$ cat src/logic/pspc_regs.vh
/*
 port s pin configuration: register offsets, field positions, reset values and timing counts.
 assumes a plain register port with 4-bit address and 8-bit data.
*/
`ifndef PSPC_REGS_VH
`define PSPC_REGS_VH

`define PSPC_ADDR_W 4
`define PSPC_DATA_W 8

`define PSPC_OFS_DATA 4'h0
`define PSPC_OFS_INPUT 4'h1
`define PSPC_OFS_DIRECTION 4'h2
`define PSPC_OFS_PULL_ENABLE 4'h3
`define PSPC_OFS_PULL_POLARITY 4'h4
`define PSPC_OFS_OPEN_DRAIN 4'h5
`define PSPC_OFS_ROUTING 4'h6
`define PSPC_OFS_EDGE_FLAG 4'h7
`define PSPC_OFS_IRQ_MASK 4'h8

`define PSPC_RST_DATA 8'h00
`define PSPC_RST_DIRECTION 8'h00
`define PSPC_RST_PULL_ENABLE 8'hff
`define PSPC_RST_PULL_POLARITY 8'h00
`define PSPC_RST_OPEN_DRAIN 8'h00
`define PSPC_RST_ROUTING 8'h00
`define PSPC_RST_EDGE_FLAG 8'h00
`define PSPC_RST_IRQ_MASK 8'h00

`define PSPC_ROUTE_IIC_HI 1
`define PSPC_ROUTE_IIC_LO 0
`define PSPC_ROUTE_SPI_HI 5
`define PSPC_ROUTE_SPI_LO 4
`define PSPC_ROUTING_MASK 8'h33

`define PSPC_IIC_PORT_R 2'h2
`define PSPC_IIC_PORT_V 2'h3
`define PSPC_SPI_PORT_S 2'h0
`define PSPC_SPI_PORT_H 2'h1
`define PSPC_SPI_PORT_V 2'h2
`define PSPC_SPI_RESERVED 2'h3

`define PSPC_SYNC_STAGES 2

`endif

$ cat src/logic/pspc_sync.v
/*
 two-stage synchroniser for the port s pin inputs, one chain per bit.
 assumes pins are asynchronous to clk; only the last stage may be read.
*/
`timescale 1ns/10ps
module pspc_sync #(
	parameter WIDTH = 8
) (
	// clock and reset
	input wire clk,
	input wire sys_rst,
	// asynchronous input and synchronised output
	input wire [WIDTH-1:0] async_in,
	output wire [WIDTH-1:0] sync_out
);

	genvar i;
	generate
		for (i = 0; i < WIDTH; i = i + 1) begin : g_bit
			reg meta_r;
			reg stable_r;
			always @(posedge clk) begin
				if (sys_rst) begin
					meta_r <= 1'b0;
					stable_r <= 1'b0;
				end else begin
					meta_r <= async_in[i];
					stable_r <= meta_r;
				end
			end
			assign sync_out[i] = stable_r;
		end
	endgenerate

endmodule

$ cat src/logic/pspc_pad.v
/*
 per-pin pad control: turns effective direction, value and buffer mode into drive and pulls.
 assumes the caller registers every result before it leaves the block.
*/
`timescale 1ns/10ps
module pspc_pad #(
	parameter WIDTH = 8
) (
	// resolved per-pin function
	input wire [WIDTH-1:0] drive_out,
	input wire [WIDTH-1:0] out_value,
	input wire [WIDTH-1:0] open_drain,
	// pull configuration
	input wire [WIDTH-1:0] pull_enable,
	input wire [WIDTH-1:0] pull_polarity,
	// pad controls
	output wire [WIDTH-1:0] pad_out,
	output wire [WIDTH-1:0] pad_oe,
	output wire [WIDTH-1:0] pad_pull_up,
	output wire [WIDTH-1:0] pad_pull_dn
);

	genvar i;
	generate
		for (i = 0; i < WIDTH; i = i + 1) begin : g_pin
			wire od_active;
			// open-drain only matters while the pin drives
			assign od_active = drive_out[i] & open_drain[i];
			// open-drain releases the pin instead of driving a high
			assign pad_oe[i] = drive_out[i] & ~(od_active & out_value[i]);
			assign pad_out[i] = od_active ? 1'b0 : out_value[i];
			assign pad_pull_dn[i] = ~drive_out[i] & pull_enable[i] & pull_polarity[i];
			assign pad_pull_up[i] = ~drive_out[i] & pull_enable[i] & ~pull_polarity[i];
		end
	endgenerate

endmodule

$ cat src/logic/pspc_top.v
/*
 port s pin configuration: registers, peripheral direction overrides, pad control,
 module routing decode, edge flags and the interrupt.
 assumes peripheral inputs are on clk; pins are asynchronous and are synchronised here.
 assumes software accepts that a data read follows the direction register, not the
 resolved direction, so a pin owned by a peripheral reads like a general purpose pin.
*/
// The address map and the plain strobed port are this design's own decisions.
`timescale 1ns/10ps
`include "pspc_regs.vh"
module pspc_top #(
	parameter WIDTH = 8
) (
	// clock and reset
	input wire clk,
	input wire sys_rst,
	// register port
	input wire [`PSPC_ADDR_W-1:0] reg_addr,
	input wire [`PSPC_DATA_W-1:0] reg_wdata,
	input wire reg_wr,
	input wire reg_rd,
	output reg [`PSPC_DATA_W-1:0] reg_rdata,
	// pins
	input wire [WIDTH-1:0] pin_in,
	output reg [WIDTH-1:0] pin_out,
	output reg [WIDTH-1:0] pin_oe,
	output reg [WIDTH-1:0] pin_pull_up,
	output reg [WIDTH-1:0] pin_pull_dn,
	output reg [WIDTH-1:0] pin_sync,
	// can on pins 3 and 2
	input wire can_en,
	input wire can_tx,
	// serial_comm_interface on pins 1 and 0
	input wire serial_comm_interface_en,
	input wire serial_comm_interface_txd,
	// pwm_channel_seven on pin 1
	input wire pwm_channel_seven_routed,
	input wire pwm_channel_seven_shutdown,
	input wire pwm_channel_seven_out,
	// pwm_channel_six on pin 0
	input wire pwm_channel_six_routed,
	input wire pwm_channel_six_en,
	input wire pwm_channel_six_out,
	// spi on pins 4 to 7
	input wire spi_en,
	input wire [3:0] spi_oe,
	input wire [3:0] spi_out,
	// iic on pins 4 and 7
	input wire iic_en,
	input wire iic_scl_out,
	input wire iic_sda_out,
	// pwm channels 0 to 3 on pins 4 to 7
	input wire [3:0] pwm_low_routed,
	input wire [3:0] pwm_low_en,
	input wire [3:0] pwm_low_out,
	// routing results
	output reg iic_on_port_s,
	output reg iic_on_port_r,
	output reg iic_on_port_v,
	output reg spi_on_port_s,
	output reg spi_on_port_h,
	output reg spi_on_port_v,
	output reg spi_route_reserved,
	// interrupt
	output reg irq
);

	reg [WIDTH-1:0] data_r;
	reg [WIDTH-1:0] direction_r;
	reg [WIDTH-1:0] pull_enable_r;
	reg [WIDTH-1:0] pull_polarity_r;
	reg [WIDTH-1:0] open_drain_r;
	reg [`PSPC_DATA_W-1:0] routing_r;
	reg [WIDTH-1:0] edge_flag_r;
	reg [WIDTH-1:0] edge_flag_nxt;
	reg [WIDTH-1:0] irq_mask_r;
	reg [WIDTH-1:0] pin_prev_r;
	reg [`PSPC_DATA_W-1:0] rdata_nxt;

	reg [WIDTH-1:0] drive_nxt;
	reg [WIDTH-1:0] value_nxt;
	reg [WIDTH-1:0] force_od_nxt;

	wire [WIDTH-1:0] pin_s;
	wire [WIDTH-1:0] pad_out_w;
	wire [WIDTH-1:0] pad_oe_w;
	wire [WIDTH-1:0] pad_pu_w;
	wire [WIDTH-1:0] pad_pd_w;
	wire [WIDTH-1:0] rise_seen;
	wire [WIDTH-1:0] fall_seen;
	wire [WIDTH-1:0] edge_seen;
	wire [WIDTH-1:0] flag_clear;
	wire [1:0] iic_route;
	wire [1:0] spi_route;
	wire spi_here;
	wire iic_here;
	wire wr_hit_flag;
	integer k;

	// fixed pin positions of the peripherals that share port s
	localparam PIN_SCI_RX = 0;
	localparam PIN_SCI_TX = 1;
	localparam PIN_CAN_RX = 2;
	localparam PIN_CAN_TX = 3;
	localparam PIN_UPPER = 4;
	localparam UPPER_COUNT = 4;
	localparam IIC_SCL_SLOT = 0;
	localparam IIC_SDA_SLOT = 3;

	assign iic_route = routing_r[`PSPC_ROUTE_IIC_HI:`PSPC_ROUTE_IIC_LO];
	assign spi_route = routing_r[`PSPC_ROUTE_SPI_HI:`PSPC_ROUTE_SPI_LO];
	assign wr_hit_flag = reg_wr && (reg_addr == `PSPC_OFS_EDGE_FLAG);

	// spi owns port s for code 00; iic for 00 and 01
	assign spi_here = spi_en && (spi_route == `PSPC_SPI_PORT_S);
	assign iic_here = iic_en && !iic_route[1];

	// two flops only: a read just after a direction change may still show the old level
	pspc_sync #(
		.WIDTH(WIDTH)
	) u_sync (
		.clk(clk),
		.sys_rst(sys_rst),
		.async_in(pin_in),
		.sync_out(pin_s)
	);

	// register file; every write lands on the next edge
	always @(posedge clk) begin
		if (sys_rst) begin
			data_r <= `PSPC_RST_DATA;
			direction_r <= `PSPC_RST_DIRECTION;
			pull_enable_r <= `PSPC_RST_PULL_ENABLE;
			pull_polarity_r <= `PSPC_RST_PULL_POLARITY;
			open_drain_r <= `PSPC_RST_OPEN_DRAIN;
			routing_r <= `PSPC_RST_ROUTING;
			irq_mask_r <= `PSPC_RST_IRQ_MASK;
		end else if (reg_wr) begin
			case (reg_addr)
			`PSPC_OFS_DATA: begin
				data_r <= reg_wdata;
			end
			`PSPC_OFS_DIRECTION: begin
				direction_r <= reg_wdata;
			end
			`PSPC_OFS_PULL_ENABLE: begin
				pull_enable_r <= reg_wdata;
			end
			`PSPC_OFS_PULL_POLARITY: begin
				pull_polarity_r <= reg_wdata;
			end
			`PSPC_OFS_OPEN_DRAIN: begin
				open_drain_r <= reg_wdata;
			end
			`PSPC_OFS_ROUTING: begin
				// unused routing bits are not stored and read as zero
				routing_r <= reg_wdata & `PSPC_ROUTING_MASK;
			end
			`PSPC_OFS_IRQ_MASK: begin
				irq_mask_r <= reg_wdata;
			end
			default: begin
				// input index, edge flag and unmapped indices store nothing here
				irq_mask_r <= irq_mask_r;
			end
			endcase
		end
	end

	// direction and value resolution, highest priority first
	always @* begin
		drive_nxt = direction_r;
		value_nxt = data_r;
		force_od_nxt = {WIDTH{1'b0}};

		// pin 0: serial receive, then pwm_channel_six
		if (serial_comm_interface_en) begin
			drive_nxt[PIN_SCI_RX] = 1'b0;
		end else if (pwm_channel_six_routed && pwm_channel_six_en) begin
			drive_nxt[PIN_SCI_RX] = 1'b1;
			value_nxt[PIN_SCI_RX] = pwm_channel_six_out;
		end

		// pin 1: serial transmit, then pwm_channel_seven as shutdown sense or output
		if (serial_comm_interface_en) begin
			drive_nxt[PIN_SCI_TX] = 1'b1;
			value_nxt[PIN_SCI_TX] = serial_comm_interface_txd;
		end else if (pwm_channel_seven_routed && pwm_channel_seven_shutdown) begin
			// shutdown sense must never fight the external source
			drive_nxt[PIN_SCI_TX] = 1'b0;
		end else if (pwm_channel_seven_routed) begin
			drive_nxt[PIN_SCI_TX] = 1'b1;
			value_nxt[PIN_SCI_TX] = pwm_channel_seven_out;
		end

		// can takes pins 3 and 2 whatever the direction bits say
		if (can_en) begin
			drive_nxt[PIN_CAN_RX] = 1'b0;
			drive_nxt[PIN_CAN_TX] = 1'b1;
			value_nxt[PIN_CAN_TX] = can_tx;
		end

		// upper pins: spi, then iic as open-drain, then the low pwm channels
		for (k = 0; k < UPPER_COUNT; k = k + 1) begin
			if (spi_here) begin
				drive_nxt[k+PIN_UPPER] = spi_oe[k];
				value_nxt[k+PIN_UPPER] = spi_out[k];
			end else if (iic_here && (k == IIC_SCL_SLOT || k == IIC_SDA_SLOT)) begin
				drive_nxt[k+PIN_UPPER] = 1'b1;
				force_od_nxt[k+PIN_UPPER] = 1'b1;
				value_nxt[k+PIN_UPPER] = (k == IIC_SCL_SLOT) ? iic_scl_out : iic_sda_out;
			end else if (pwm_low_routed[k] && pwm_low_en[k]) begin
				drive_nxt[k+PIN_UPPER] = 1'b1;
				value_nxt[k+PIN_UPPER] = pwm_low_out[k];
			end
		end
	end

	pspc_pad #(
		.WIDTH(WIDTH)
	) u_pad (
		.drive_out(drive_nxt),
		.out_value(value_nxt),
		.open_drain(open_drain_r | force_od_nxt),
		.pull_enable(pull_enable_r),
		.pull_polarity(pull_polarity_r),
		.pad_out(pad_out_w),
		.pad_oe(pad_oe_w),
		.pad_pull_up(pad_pu_w),
		.pad_pull_dn(pad_pd_w)
	);

	// pad controls leave through flip-flops, one cycle behind the config
	always @(posedge clk) begin
		if (sys_rst) begin
			pin_out <= {WIDTH{1'b0}};
			pin_oe <= {WIDTH{1'b0}};
			pin_pull_up <= {WIDTH{1'b0}};
			pin_pull_dn <= {WIDTH{1'b0}};
			pin_sync <= {WIDTH{1'b0}};
		end else begin
			pin_out <= pad_out_w;
			pin_oe <= pad_oe_w;
			pin_pull_up <= pad_pu_w;
			pin_pull_dn <= pad_pd_w;
			pin_sync <= pin_s;
		end
	end

	// routing decode for the neighbouring ports
	always @(posedge clk) begin
		if (sys_rst) begin
			iic_on_port_s <= 1'b0;
			iic_on_port_r <= 1'b0;
			iic_on_port_v <= 1'b0;
			spi_on_port_s <= 1'b0;
			spi_on_port_h <= 1'b0;
			spi_on_port_v <= 1'b0;
			spi_route_reserved <= 1'b0;
		end else begin
			// iic codes 00 and 01 both mean port s
			iic_on_port_s <= !iic_route[1];
			iic_on_port_r <= (iic_route == `PSPC_IIC_PORT_R);
			iic_on_port_v <= (iic_route == `PSPC_IIC_PORT_V);
			spi_on_port_s <= (spi_route == `PSPC_SPI_PORT_S);
			spi_on_port_h <= (spi_route == `PSPC_SPI_PORT_H);
			spi_on_port_v <= (spi_route == `PSPC_SPI_PORT_V);
			// reserved code places spi nowhere
			spi_route_reserved <= (spi_route == `PSPC_SPI_RESERVED);
		end
	end

	// edge detection on synchronised pins
	assign rise_seen = pin_s & ~pin_prev_r;
	assign fall_seen = ~pin_s & pin_prev_r;
	// polarity picks which edge counts, the same bit that picks the pull
	assign edge_seen = (pull_polarity_r & rise_seen)
		| (~pull_polarity_r & fall_seen);
	assign flag_clear = wr_hit_flag ? reg_wdata : {WIDTH{1'b0}};

	// a new edge beats a write-one-to-clear in the same cycle
	always @* begin
		edge_flag_nxt = (edge_flag_r & ~flag_clear) | edge_seen;
	end

	always @(posedge clk) begin
		if (sys_rst) begin
			pin_prev_r <= {WIDTH{1'b0}};
			edge_flag_r <= `PSPC_RST_EDGE_FLAG;
			irq <= 1'b0;
		end else begin
			pin_prev_r <= pin_s;
			edge_flag_r <= edge_flag_nxt;
			// built from the next flag value so irq rises together with the flag
			irq <= |(edge_flag_nxt & irq_mask_r);
		end
	end

	// read mux; data appears the cycle after the strobe
	always @* begin
		rdata_nxt = {`PSPC_DATA_W{1'b0}};
		case (reg_addr)
		`PSPC_OFS_DATA: begin
			rdata_nxt = (direction_r & data_r) | (~direction_r & pin_s);
		end
		`PSPC_OFS_INPUT: begin
			rdata_nxt = pin_s;
		end
		`PSPC_OFS_DIRECTION: begin
			rdata_nxt = direction_r;
		end
		`PSPC_OFS_PULL_ENABLE: begin
			rdata_nxt = pull_enable_r;
		end
		`PSPC_OFS_PULL_POLARITY: begin
			rdata_nxt = pull_polarity_r;
		end
		`PSPC_OFS_OPEN_DRAIN: begin
			rdata_nxt = open_drain_r;
		end
		`PSPC_OFS_ROUTING: begin
			rdata_nxt = routing_r;
		end
		`PSPC_OFS_EDGE_FLAG: begin
			rdata_nxt = edge_flag_r;
		end
		`PSPC_OFS_IRQ_MASK: begin
			rdata_nxt = irq_mask_r;
		end
		default: begin
			rdata_nxt = {`PSPC_DATA_W{1'b0}};
		end
		endcase
	end

	always @(posedge clk) begin
		if (sys_rst) begin
			reg_rdata <= {`PSPC_DATA_W{1'b0}};
		end else if (reg_rd) begin
			reg_rdata <= rdata_nxt;
		end else begin
			// data stand only in the cycle after the read strobe
			reg_rdata <= {`PSPC_DATA_W{1'b0}};
		end
	end

endmodule

$ cat config.mk
export PLATFORM = sky130hd
export DESIGN_NAME = pspc_top
export DESIGN_NICKNAME = d
export VERILOG_FILES = /design/src/logic/pspc_sync.v /design/src/logic/pspc_pad.v /design/src/logic/pspc_top.v
export VERILOG_INCLUDE_DIRS = /design/src /design/src/logic
export SDC_FILE = /design/constraint.sdc
export NUM_CORES = 1
export LEC_CHECK = 0
export ABC_AREA = 1
export BUFFER_PORTS_ARGS = -buffer_cell sky130_fd_sc_hd__clkbuf_2
export CAP_MARGIN = 20
export CORE_MARGIN = 2
export CORE_UTILIZATION = 49
export DETAILED_ROUTE_END_ITERATION = 8
export PLACE_DENSITY = 0.77
export SYNTH_ARGS = -nofsm -noshare
export SYNTH_HDL_FRONTEND = slang
export SYNTH_SLANG_ARGS = --single-unit
$ cat constraint.sdc
create_clock -name clk -period 1.2 [get_ports clk]
set_input_delay 0.36 -clock clk [delete_from_list [all_inputs] [get_ports clk]]
set_output_delay 0.36 -clock clk [all_outputs]
set_load 0.01 [all_outputs]
==> flow_summary.toml, run 1 <==
[sta]
hold_slack_ns = 0.01176
max_slew_margin = 0.7052
skew_ns = 0.01156
fin_crit_sh = 1.112
fin_crit_ns = 1.335
max_freq_mhz = 749.3
setup_violations = 67
hold_viol_final = 0
tightest_slew_ns = 0.4412
setup_tns_ns = -6.612
grt_setup_unrepaired = "true"
maxSlewViolCount = 0
layout_setup_ws_ns = -0.1346

[synth]
yosysTopAreaCell = "dfxtp_1"
synth.distinct_cells = 33
ys_warn_count = 0
netlist_instances = 686
ys.flop_type = "dfxtp_1"
netlist_area_um2 = 5225
synth_seq_area_share = 0.5057
synth_area_per_cell_um2 = 7.617
synth_fp_nets = 744
synth-seq-cells = 132
synth_edf_count = 0
synth_top_area_share = 0.5057
synthArstFlopShare = 0
yosys-top-cells-area = "dfxtp_1 51%, nand2_1 8.6%, inv_1 6.8%, a21oi_1 6.7%, o21ai_0 6.0%"

[cells_and_area]
diodes = 0
layout.nets = 947
fillers = 759
design_area_um2 = 7644
mostFrequentLayoutCell = "nand2_1"
mostFrequentLayoutCells = "116 x nand2_1, 99 x dfxtp_1, 84 x inv_1, 84 x buf_4, 69 x a21oi_1"
syn_to_final_growth_pct = 46.29
drive_above_1_share = 0.3670

[floorplanning]
fp.coreArea_um2 = 10320
initial_core_util = 0.5061
dieArea_um2 = 11510
fp.dieH_um = 107.3
die_w_um = 107.3
core.rowCount = 37
io_pins = 114

[clock_network]
clk_latency_ns = 0.53
clkTransAtPathRegs_ns = 0.06
cts_inserted_buffers = 17
cts.sinks = 132
htree_levels = 4
clockBufferDepth = 2
cts_tree = "built"
cts_root_buf = "clkbuf_8"

[worst_setup_path]
cp_max_fo = 2
cp_num_buf_inv = 1
required_ns = 0.84
cp-end-kind = "output port"
crit_chain = "buf_6"
cpPeakStageDelay_ns = 0.35
startpoint_type = "register"
cp_top_family = "flip-flops"
cp.arrival_ns = 0.97
worstSetupPathType = "register to output port"
crit_slowest_cell = "dfxtp_2"

[pwr]
p_total_mw = 11.16
p_leak_nw = 3.490
ir_drop_uv = 1019
p_per_area_nw_per_um2 = 1460

[detailed_routing]
drc = 0
dr.pass1.iters = 5
first_iter_violations = 347
detail-route-antenna-nets = 0
wl_um = 17040
wl_per_cell_um = 16.42
dr_total_vias = 5613
post_drt_via_cell_ratio = 5.408

[global_routing]
grt_pass1_wl_um = 25630
grt_pass1_vias = 5397
gr-total-overflow = 0
grt_usage = 0.2920
grt_max_degree = 29
antenna_found_initial = 0

[place]
dp.final_hpwl_um = 11470
globalplace.congestion = 0.9362
dpl_worst_slack_ns = -0.4082
io_buffer_count = 113
place_area_um2 = 6530

[status]
status = "finished, violations left"
violations = "negative setup slack"

[flow_run]
maxCapViolations = 0

[hold_path]
hold_class = "input pin to register"
metrics by stage:
| step | utilization | cells |
|---|---|---|
| 6_report | 0.7404 | 1038 |
| 4_1_cts | 0.7065 | 1036 |
| 2_1_floorplan | - | 686 |
| 5_1_grt | 0.7404 | 1038 |
| 3_5_place_dp | 0.6325 | 995 |
| 3_3_place_gp | 0.6325 | 995 |
layer usage:
metal	vias to the layer above	share of wire	GRT usage	wire, um
met5	-	0	0	0
met4	0	0.034	0.1271	583
met3	59	0.074	0.06659	1264
met2	290	0.51	0.5158	8660
li1	2661	-	-	-
met1	2603	0.38	0.3367	6531
logic make-up (layout without fill, tap and decap cells):
group           Yosys count  after routing  share of synthesized area
simple gates            261            261                     0.2179
buf+inv                 121            337                    0.09483
compound gates          171            171                     0.1796
mux                       1              1                   0.001916
flops                   132            132                     0.5057
layout make-up:
type / instances / area, um2 / share of cell area
Timing Repair Buffer: 208 / 1529 / 0.2000
Multi-Input combinational cell: 433 / 2271 / 0.2971
Clock buffer: 19 / 441.7 / 0.05778
Tap cell: 136 / 170.2 / 0.02226
Inverter: 97 / 364.1 / 0.04763
Sequential cell: 132 / 2686 / 0.3514
Clock inverter: 13 / 181.4 / 0.02374
cells in the mapped netlist (4+ instances only):
cell type	instances
o21ai_0	63
a21oi_1	70
nand2_2	8
dfxtp_1	132
clkbuf_1	11
nand2_1	120
nand3_1	50
o211ai_1	8
nor3_1	11
inv_1	94
o22ai_1	12
nor2_1	60
buf_4	4
a211oi_1	8
final timing paths:
| check | from | end | slack (ns) | cells past startpoint |
|---|---|---|---|---|
| worst min register to register | u_sync.g_bit[4].meta_r | u_sync.g_bit[4].stable_r | 0.40 | 2 |
| worst min-delay path | pin_in[4] | u_sync.g_bit[4].meta_r | 0.01 | 3 |
| worst max register to register | routing_r[5] | pin_out[7] | -0.06 | 8 |
| worst max-delay path | pin_prev_r[7] | pin_sync[7] | -0.13 | 1 |
state kept, by name, indices dropped and copies added, names as in the netlist, 4 cells and up:
register	flops
data_r	8
direction_r	8
edge_flag_r	8
irq_mask_r	8
open_drain_r	8
pin_oe	8
pin_out	8
pin_prev_r	8
pin_pull_dn	8
pin_pull_up	8
pull_enable_r	8
pull_polarity_r	8
reg_rdata	8
routing_r	4
u_sync.g_bit.meta_r	8
u_sync.g_bit.stable_r	8
where the power goes:
| part | total [mW] | switching (mW) | internal, mW |
|---|---|---|---|
| sequential | 4.60 | 0.0699 | 4.53 |
| combinational | 1.11 | 0.622 | 0.487 |
| clock | 5.44 | 1.97 | 3.47 |
worst min-delay path, stage by stage:
cell      delay [ns]
clkbuf_2        0.08
inv_1           0.04
nor2_1          0.03
timing repair:
action,in CTS,in global routing
hold buffers,0,1
setup endpoints to repair,69,70
gates resized for setup,34,145
pin swaps,1,17
cloned,1,0
endpoints found under the hold margin,0,1
buffers inserted,8,1
Power figures use the tool's default switching activity.
==> run 2: changes to the inputs <==
--- a/config.mk
+++ b/config.mk
@@ -8,3 +8,2 @@
 export LEC_CHECK = 0
-export ABC_AREA = 1
 export BUFFER_PORTS_ARGS = -buffer_cell sky130_fd_sc_hd__clkbuf_2
--- a/constraint.sdc
+++ b/constraint.sdc
@@ -3,2 +3,2 @@
 set_output_delay 0.36 -clock clk [all_outputs]
-set_load 0.01 [all_outputs]
+set_load 0.1 [all_outputs]
==> flow_summary.toml, run 2 <==
[cells_and_area]
mostFrequentLayoutCell = "buf_4"
instances_no_fill = 978
layout.nets = 887
syn_to_final_growth_pct = 64.73
drive_above_1_share = 0.5036
mostFrequentLayoutCells = "112 x buf_4, 64 x dfxtp_2, 61 x nor2_1, 61 x dfxtp_1, 60 x buf_12"
diodes = 0

[synth]
synth_edf_count = 0
yosys-top-cells-area = "dfxtp_1 48%, mux2i_1 8.0%, nor2_1 4.7%, nand2_1 4.3%, nor2b_1 3.2%"
muxShareOfSynthArea = 0.09872
synth_compound_gate_area_share = 0.1270
synth.distinct_cells = 57
netlist_area_um2 = 5488
synth_top_area_share = 0.4815
yosysMostFrequentCell = "dfxtp_1"
synthArstFlopShare = 0
synthSimpleGateAreaFrac = 0.2503
synth_fp_nets = 652
yosysTopAreaCell = "dfxtp_1"
synth_xor_area_frac = 0
synth_area_per_cell_um2 = 9.239
synth_seq_area_share = 0.4815
synth-seq-cells = 132
netlist_instances = 594
synth_top_cells_by_count = "132 x dfxtp_1, 68 x nor2_1, 63 x nand2_1, 44 x mux2i_1, 33 x a21oi_1"
synth_top_family_by_area = "simple AND/OR/NAND/NOR gates"
ys.flop_type = "dfxtp_1"
yosys.area_share.adder = 0
ys_warn_count = 0

[floorplanning]
io_pins = 114
fp.coreArea_um2 = 10890
die_w_um = 109.8
dieArea_um2 = 12060
initial_core_util = 0.5040
core.rowCount = 38
fp.dieH_um = 109.8

[worst_setup_path]
regToRegSetupSlack_ns = -0.29
cp_max_fo = 3
cp-end-kind = "output port"
startpoint_type = "register"
worstSetupPathType = "register to output port"
cpPeakStageDelay_ns = 0.35
reg2reg_depth = 5
path_depth = 2
crit_chain = "buf_6 > buf_12"
required_ns = 0.84
cp_num_buf_inv = 2
cp_top_family = "flip-flops"
crit_slowest_cell = "dfxtp_4"
cp.arrival_ns = 1.16

[place]
dp.final_hpwl_um = 13380
placedCellCount = 932
dpl_worst_slack_ns = -0.5475
globalplace.congestion = 0.9096
io_buffer_count = 113

[clock_network]
cts.sinks = 132
cts_root_buf = "clkbuf_8"
cts_inserted_buffers = 17
htree_levels = 4
cts_tree = "built"
clkTransAtPathRegs_ns = 0.06
clockBufferDepth = 2
clk_latency_ns = 0.53

[flow_run]
maxCapViolations = 0

[detailed_routing]
first_iter_violations = 336
dr_total_vias = 5558
wl_per_cell_um = 20.02
detail-route-antenna-nets = 0
post_drt_via_cell_ratio = 5.683
wl_um = 19580
dr.pass1.iters = 5
drc = 0

[sta]
setup_violations = 76
fin_crit_ns = 1.520
grt_setup_unrepaired = "true"
layout_setup_ws_ns = -0.3203
hold_viol_final = 0
tightest_slew_ns = 0.3661
maxSlewViolCount = 0
fin_crit_sh = 1.267
hold_slack_ns = 0.03599
skew_ns = 0.008646
max_slew_margin = 0.7549
max_freq_mhz = 657.8

[status]
violations = "negative setup slack"
status = "finished, violations left"

[pwr]
p_per_area_nw_per_um2 = 1214
p_total_mw = 10.98
p_leak_nw = 3.839
ir_drop_uv = 978.6

[hold_path]
hold_depth = 2
hold_class = "input pin to register"

[global_routing]
antenna_found_initial = 0
grt_pass1_vias = 5621
gr-total-overflow = 0
grt_max_degree = 47
grt_pass1_wl_um = 29080
grt_usage = 0.3267
==> run 2: changes by cell type in the layout (fill, tap and decap cells not counted), moves of 32 or more <==
cell and delta:
inv_1 -69, nand2_1 -58, buf_12 +55, o21ai_0 -48, a21oi_1 -47, mux2i_1 +42, dfxtp_1 -38, dfxtp_2 +32
==> run 2: report_power, final <==
group	total, mW	switching, mW	internal, mW
Sequential	4.61	0.100	4.51
Clock	4.51	1.81	2.70
Combinational	1.85	1.09	0.761
==> run 2: final timing paths <==
path                          start                        to
max                   pin_prev_r[5]               pin_sync[5]
min                       pin_in[2]    u_sync.g_bit[2].meta_r
max reg2reg      pull_polarity_r[5]                       irq
min reg2reg  u_sync.g_bit[3].meta_r  u_sync.g_bit[3].stable_r
==> run 2: layout make-up <==
cell class,count,area (um2)
multi-input cells,411,2969
flip-flops and latches,132,2749
repair buffers,251,2581
fillers,623,1848
clock buffers,23,476.7
well taps,140,175.2
inverters,16,60.06
clock inverters,5,28.78
==> run 2: timing repair <==
action	4_1_cts	5_1_grt
pin swaps	21	25
buffers inserted	15	4
cloned	1	0
hold buffers	0	0
gates resized for setup	58	44
endpoints found under the setup margin	81	102
==> run 2: metrics by stage <==
step	setup TNS (ns)	utilization	area, um2
3_5_place_dp	-32.67	0.7375	8030
3_3_place_gp	-29.31	0.7375	8030
6_report	-13.95	0.8303	9040
2_1_floorplan	-6.943	-	5725
4_1_cts	-14.30	0.8142	8865
5_1_grt	-16.31	0.8303	9040
==> run 2: metal layers <==
layer / routed length, um / track usage
met5: 0 / 0
met3: 1352 / 0.06224
met4: 764 / 0.1646
met2: 10050 / 0.5841
met1: 7410 / 0.3678
==> run 2: cells by family (layout without fill, tap and decap cells) <==
kind of cell / count (synthesis) / in the layout
multiplexers: 52 / 52
AO/OA/AOI/OAI: 106 / 106
AND/OR/NAND/NOR: 253 / 253
buffers and inverters: 51 / 295
flip-flops: 132 / 132
==> run 3: changes to the inputs <==
- CELL_PAD_IN_SITES_DETAIL_PLACEMENT: default -> 1
- CELL_PAD_IN_SITES_GLOBAL_PLACEMENT: default -> 1
- CORE_UTILIZATION: 49 -> 37
- PLACE_DENSITY: 0.77 -> 0.76
- clock period: 1.2 -> 1.3 ns (I/O delays scaled with it)
==> flow_summary.toml, run 3 (synthesis gave the netlist of run 2 again) <==
[status]
status = "finished, violations left"
violations = "negative setup slack"

[detailed_routing]
wl_per_cell_um = 23.76
detail-route-antenna-nets = 0
dr_total_vias = 5692
dr.pass1.iters = 5
wl_um = 23740
drc = 0
first_iter_violations = 412
post_drt_via_cell_ratio = 5.698

[floorplanning]
dieArea_um2 = 15820
die_w_um = 125.8
io_pins = 114
fp.coreArea_um2 = 14530
initial_core_util = 0.3776
fp.dieH_um = 125.8
core.rowCount = 44

[sta]
grt_setup_unrepaired = "true"
max_freq_mhz = 683.4
max_slew_margin = 0.7032
hold_viol_final = 0
hold_slack_ns = 0.1769
tightest_slew_ns = 0.4413
fin_crit_ns = 1.463
fin_crit_sh = 1.126
setup_violations = 73
maxSlewViolCount = 0
skew_ns = 0.007606
layout_setup_ws_ns = -0.1632

[worst_setup_path]
crit_chain = "buf_6 > buf_12"
crit_slowest_cell = "dfxtp_4"
cp-end-kind = "output port"
cp_max_fo = 3
worstSetupPathType = "register to output port"
cp.arrival_ns = 1.07
required_ns = 0.91
cpPeakStageDelay_ns = 0.38
startpoint_type = "register"

[clock_network]
cts_root_buf = "clkbuf_16"
cts_tree = "built"
cts.sinks = 132
cts_hold_buf = 0
cts_inserted_buffers = 17
htree_levels = 4
clk_latency_ns = 0.43
clkTransAtPathRegs_ns = 0.06
clockBufferDepth = 2

[place]
place_area_um2 = 7759
globalplace.congestion = 0.9342
io_buffer_count = 113
dp.final_hpwl_um = 14670

[pwr]
p_leak_nw = 3.759
p_per_area_nw_per_um2 = 1207
ir_drop_uv = 1024

[cells_and_area]
mostFrequentLayoutCell = "buf_4"
layout.nets = 860
mostFrequentLayoutCells = "86 x buf_4, 64 x dfxtp_2, 63 x buf_12"
diodes = 0
drive_above_1_share = 0.4933
syn_to_final_growth_pct = 65.30
design_area_um2 = 9071

[flow_run]
maxCapViolations = 0

[global_routing]
antenna_found_initial = 0
grt_pass1_vias = 6058
gr-total-overflow = 0
grt_pass1_wl_um = 34140
grt_usage = 0.2791
grt_max_degree = 64

[hold_path]
hold_class = "input pin to register"
run 3: cell count changes in the layout (fill, tap and decap cells not counted), moves of 3 or more:
cell       change
a21oi_1        -3
a21oi_2        +3
buf_12         +3
buf_4         -26
buf_6          -4
clkbuf_16      +6
clkbuf_8       -5
dfxtp_1        -3
dfxtp_4        +3
o21ai_0        +3
run 3: final timing paths:
check,from,to,slack (ns),cells past startpoint
hold / removal,pin_in[3],u_sync.g_bit[3].meta_r,0.18,2
hold reg to reg,u_sync.g_bit[1].meta_r,u_sync.g_bit[1].stable_r,0.45,1
setup reg to reg,pull_polarity_r[5],irq,-0.13,5
setup / recovery,pin_prev_r[4],pin_sync[4],-0.16,2
run 3: per-layer routing:
| metal | wire (um) | track usage |
|---|---|---|
| met1 | 8951 | 0.3292 |
| met5 | 0 | 0 |
| met2 | 12310 | 0.4938 |
| met3 | 1516 | 0.04885 |
| met4 | 959 | 0.1293 |
run 3: per-stage QoR:
step / std cells / utilization / setup WS, ns / TNS [ns] / total power [mW]
floorplan: 594 / - / -0.1166 / -4.037 / 5.173
global placement: 946 / 0.5338 / -0.4979 / -25.19 / 5.813
detailed placement: 946 / 0.5338 / -0.5394 / -27.73 / 5.858
CTS: 993 / 0.6021 / -0.1532 / -2.869 / 10.82
global route: 999 / 0.6241 / -0.2074 / -5.367 / 11.28
finish: 999 / 0.6241 / -0.1632 / -2.661 / 10.95
run 3: where the power goes:
part / total (mW) / internal [mW] / switching (mW) / leakage, nW
sequential: 4.27 / 4.16 / 0.108 / 1.11
clock: 4.92 / 3.05 / 1.87 / 0.294
combinational: 1.76 / 0.718 / 1.05 / 2.36
total: 11.0 / 7.93 / 3.02 / 3.76
run 3: cell type report:
type                            instances  area [um2]
Timing Repair Buffer                  224        2469
Clock buffer                           21       483.0
Clock inverter                         11       122.6
Tap cell                              184       230.2
Multi-Input combinational cell        411        2947
Sequential cell                       132        2760
Fill cell                            1559        5463
Inverter                               16       60.06
run 3: timing repair:
item / 4_1_cts / 5_1_grt
cloned: 1 / 2
setup endpoints to repair: 77 / 104
pin swaps: 30 / 34
buffers inserted: 15 / 5
gates resized for setup: 106 / 65
run 3: critical path, delay by kind of cell, from the launching register on:
family / cells / cell delay (ns)
buf+inv: 2 / 0.26
flops: 1 / 0.38
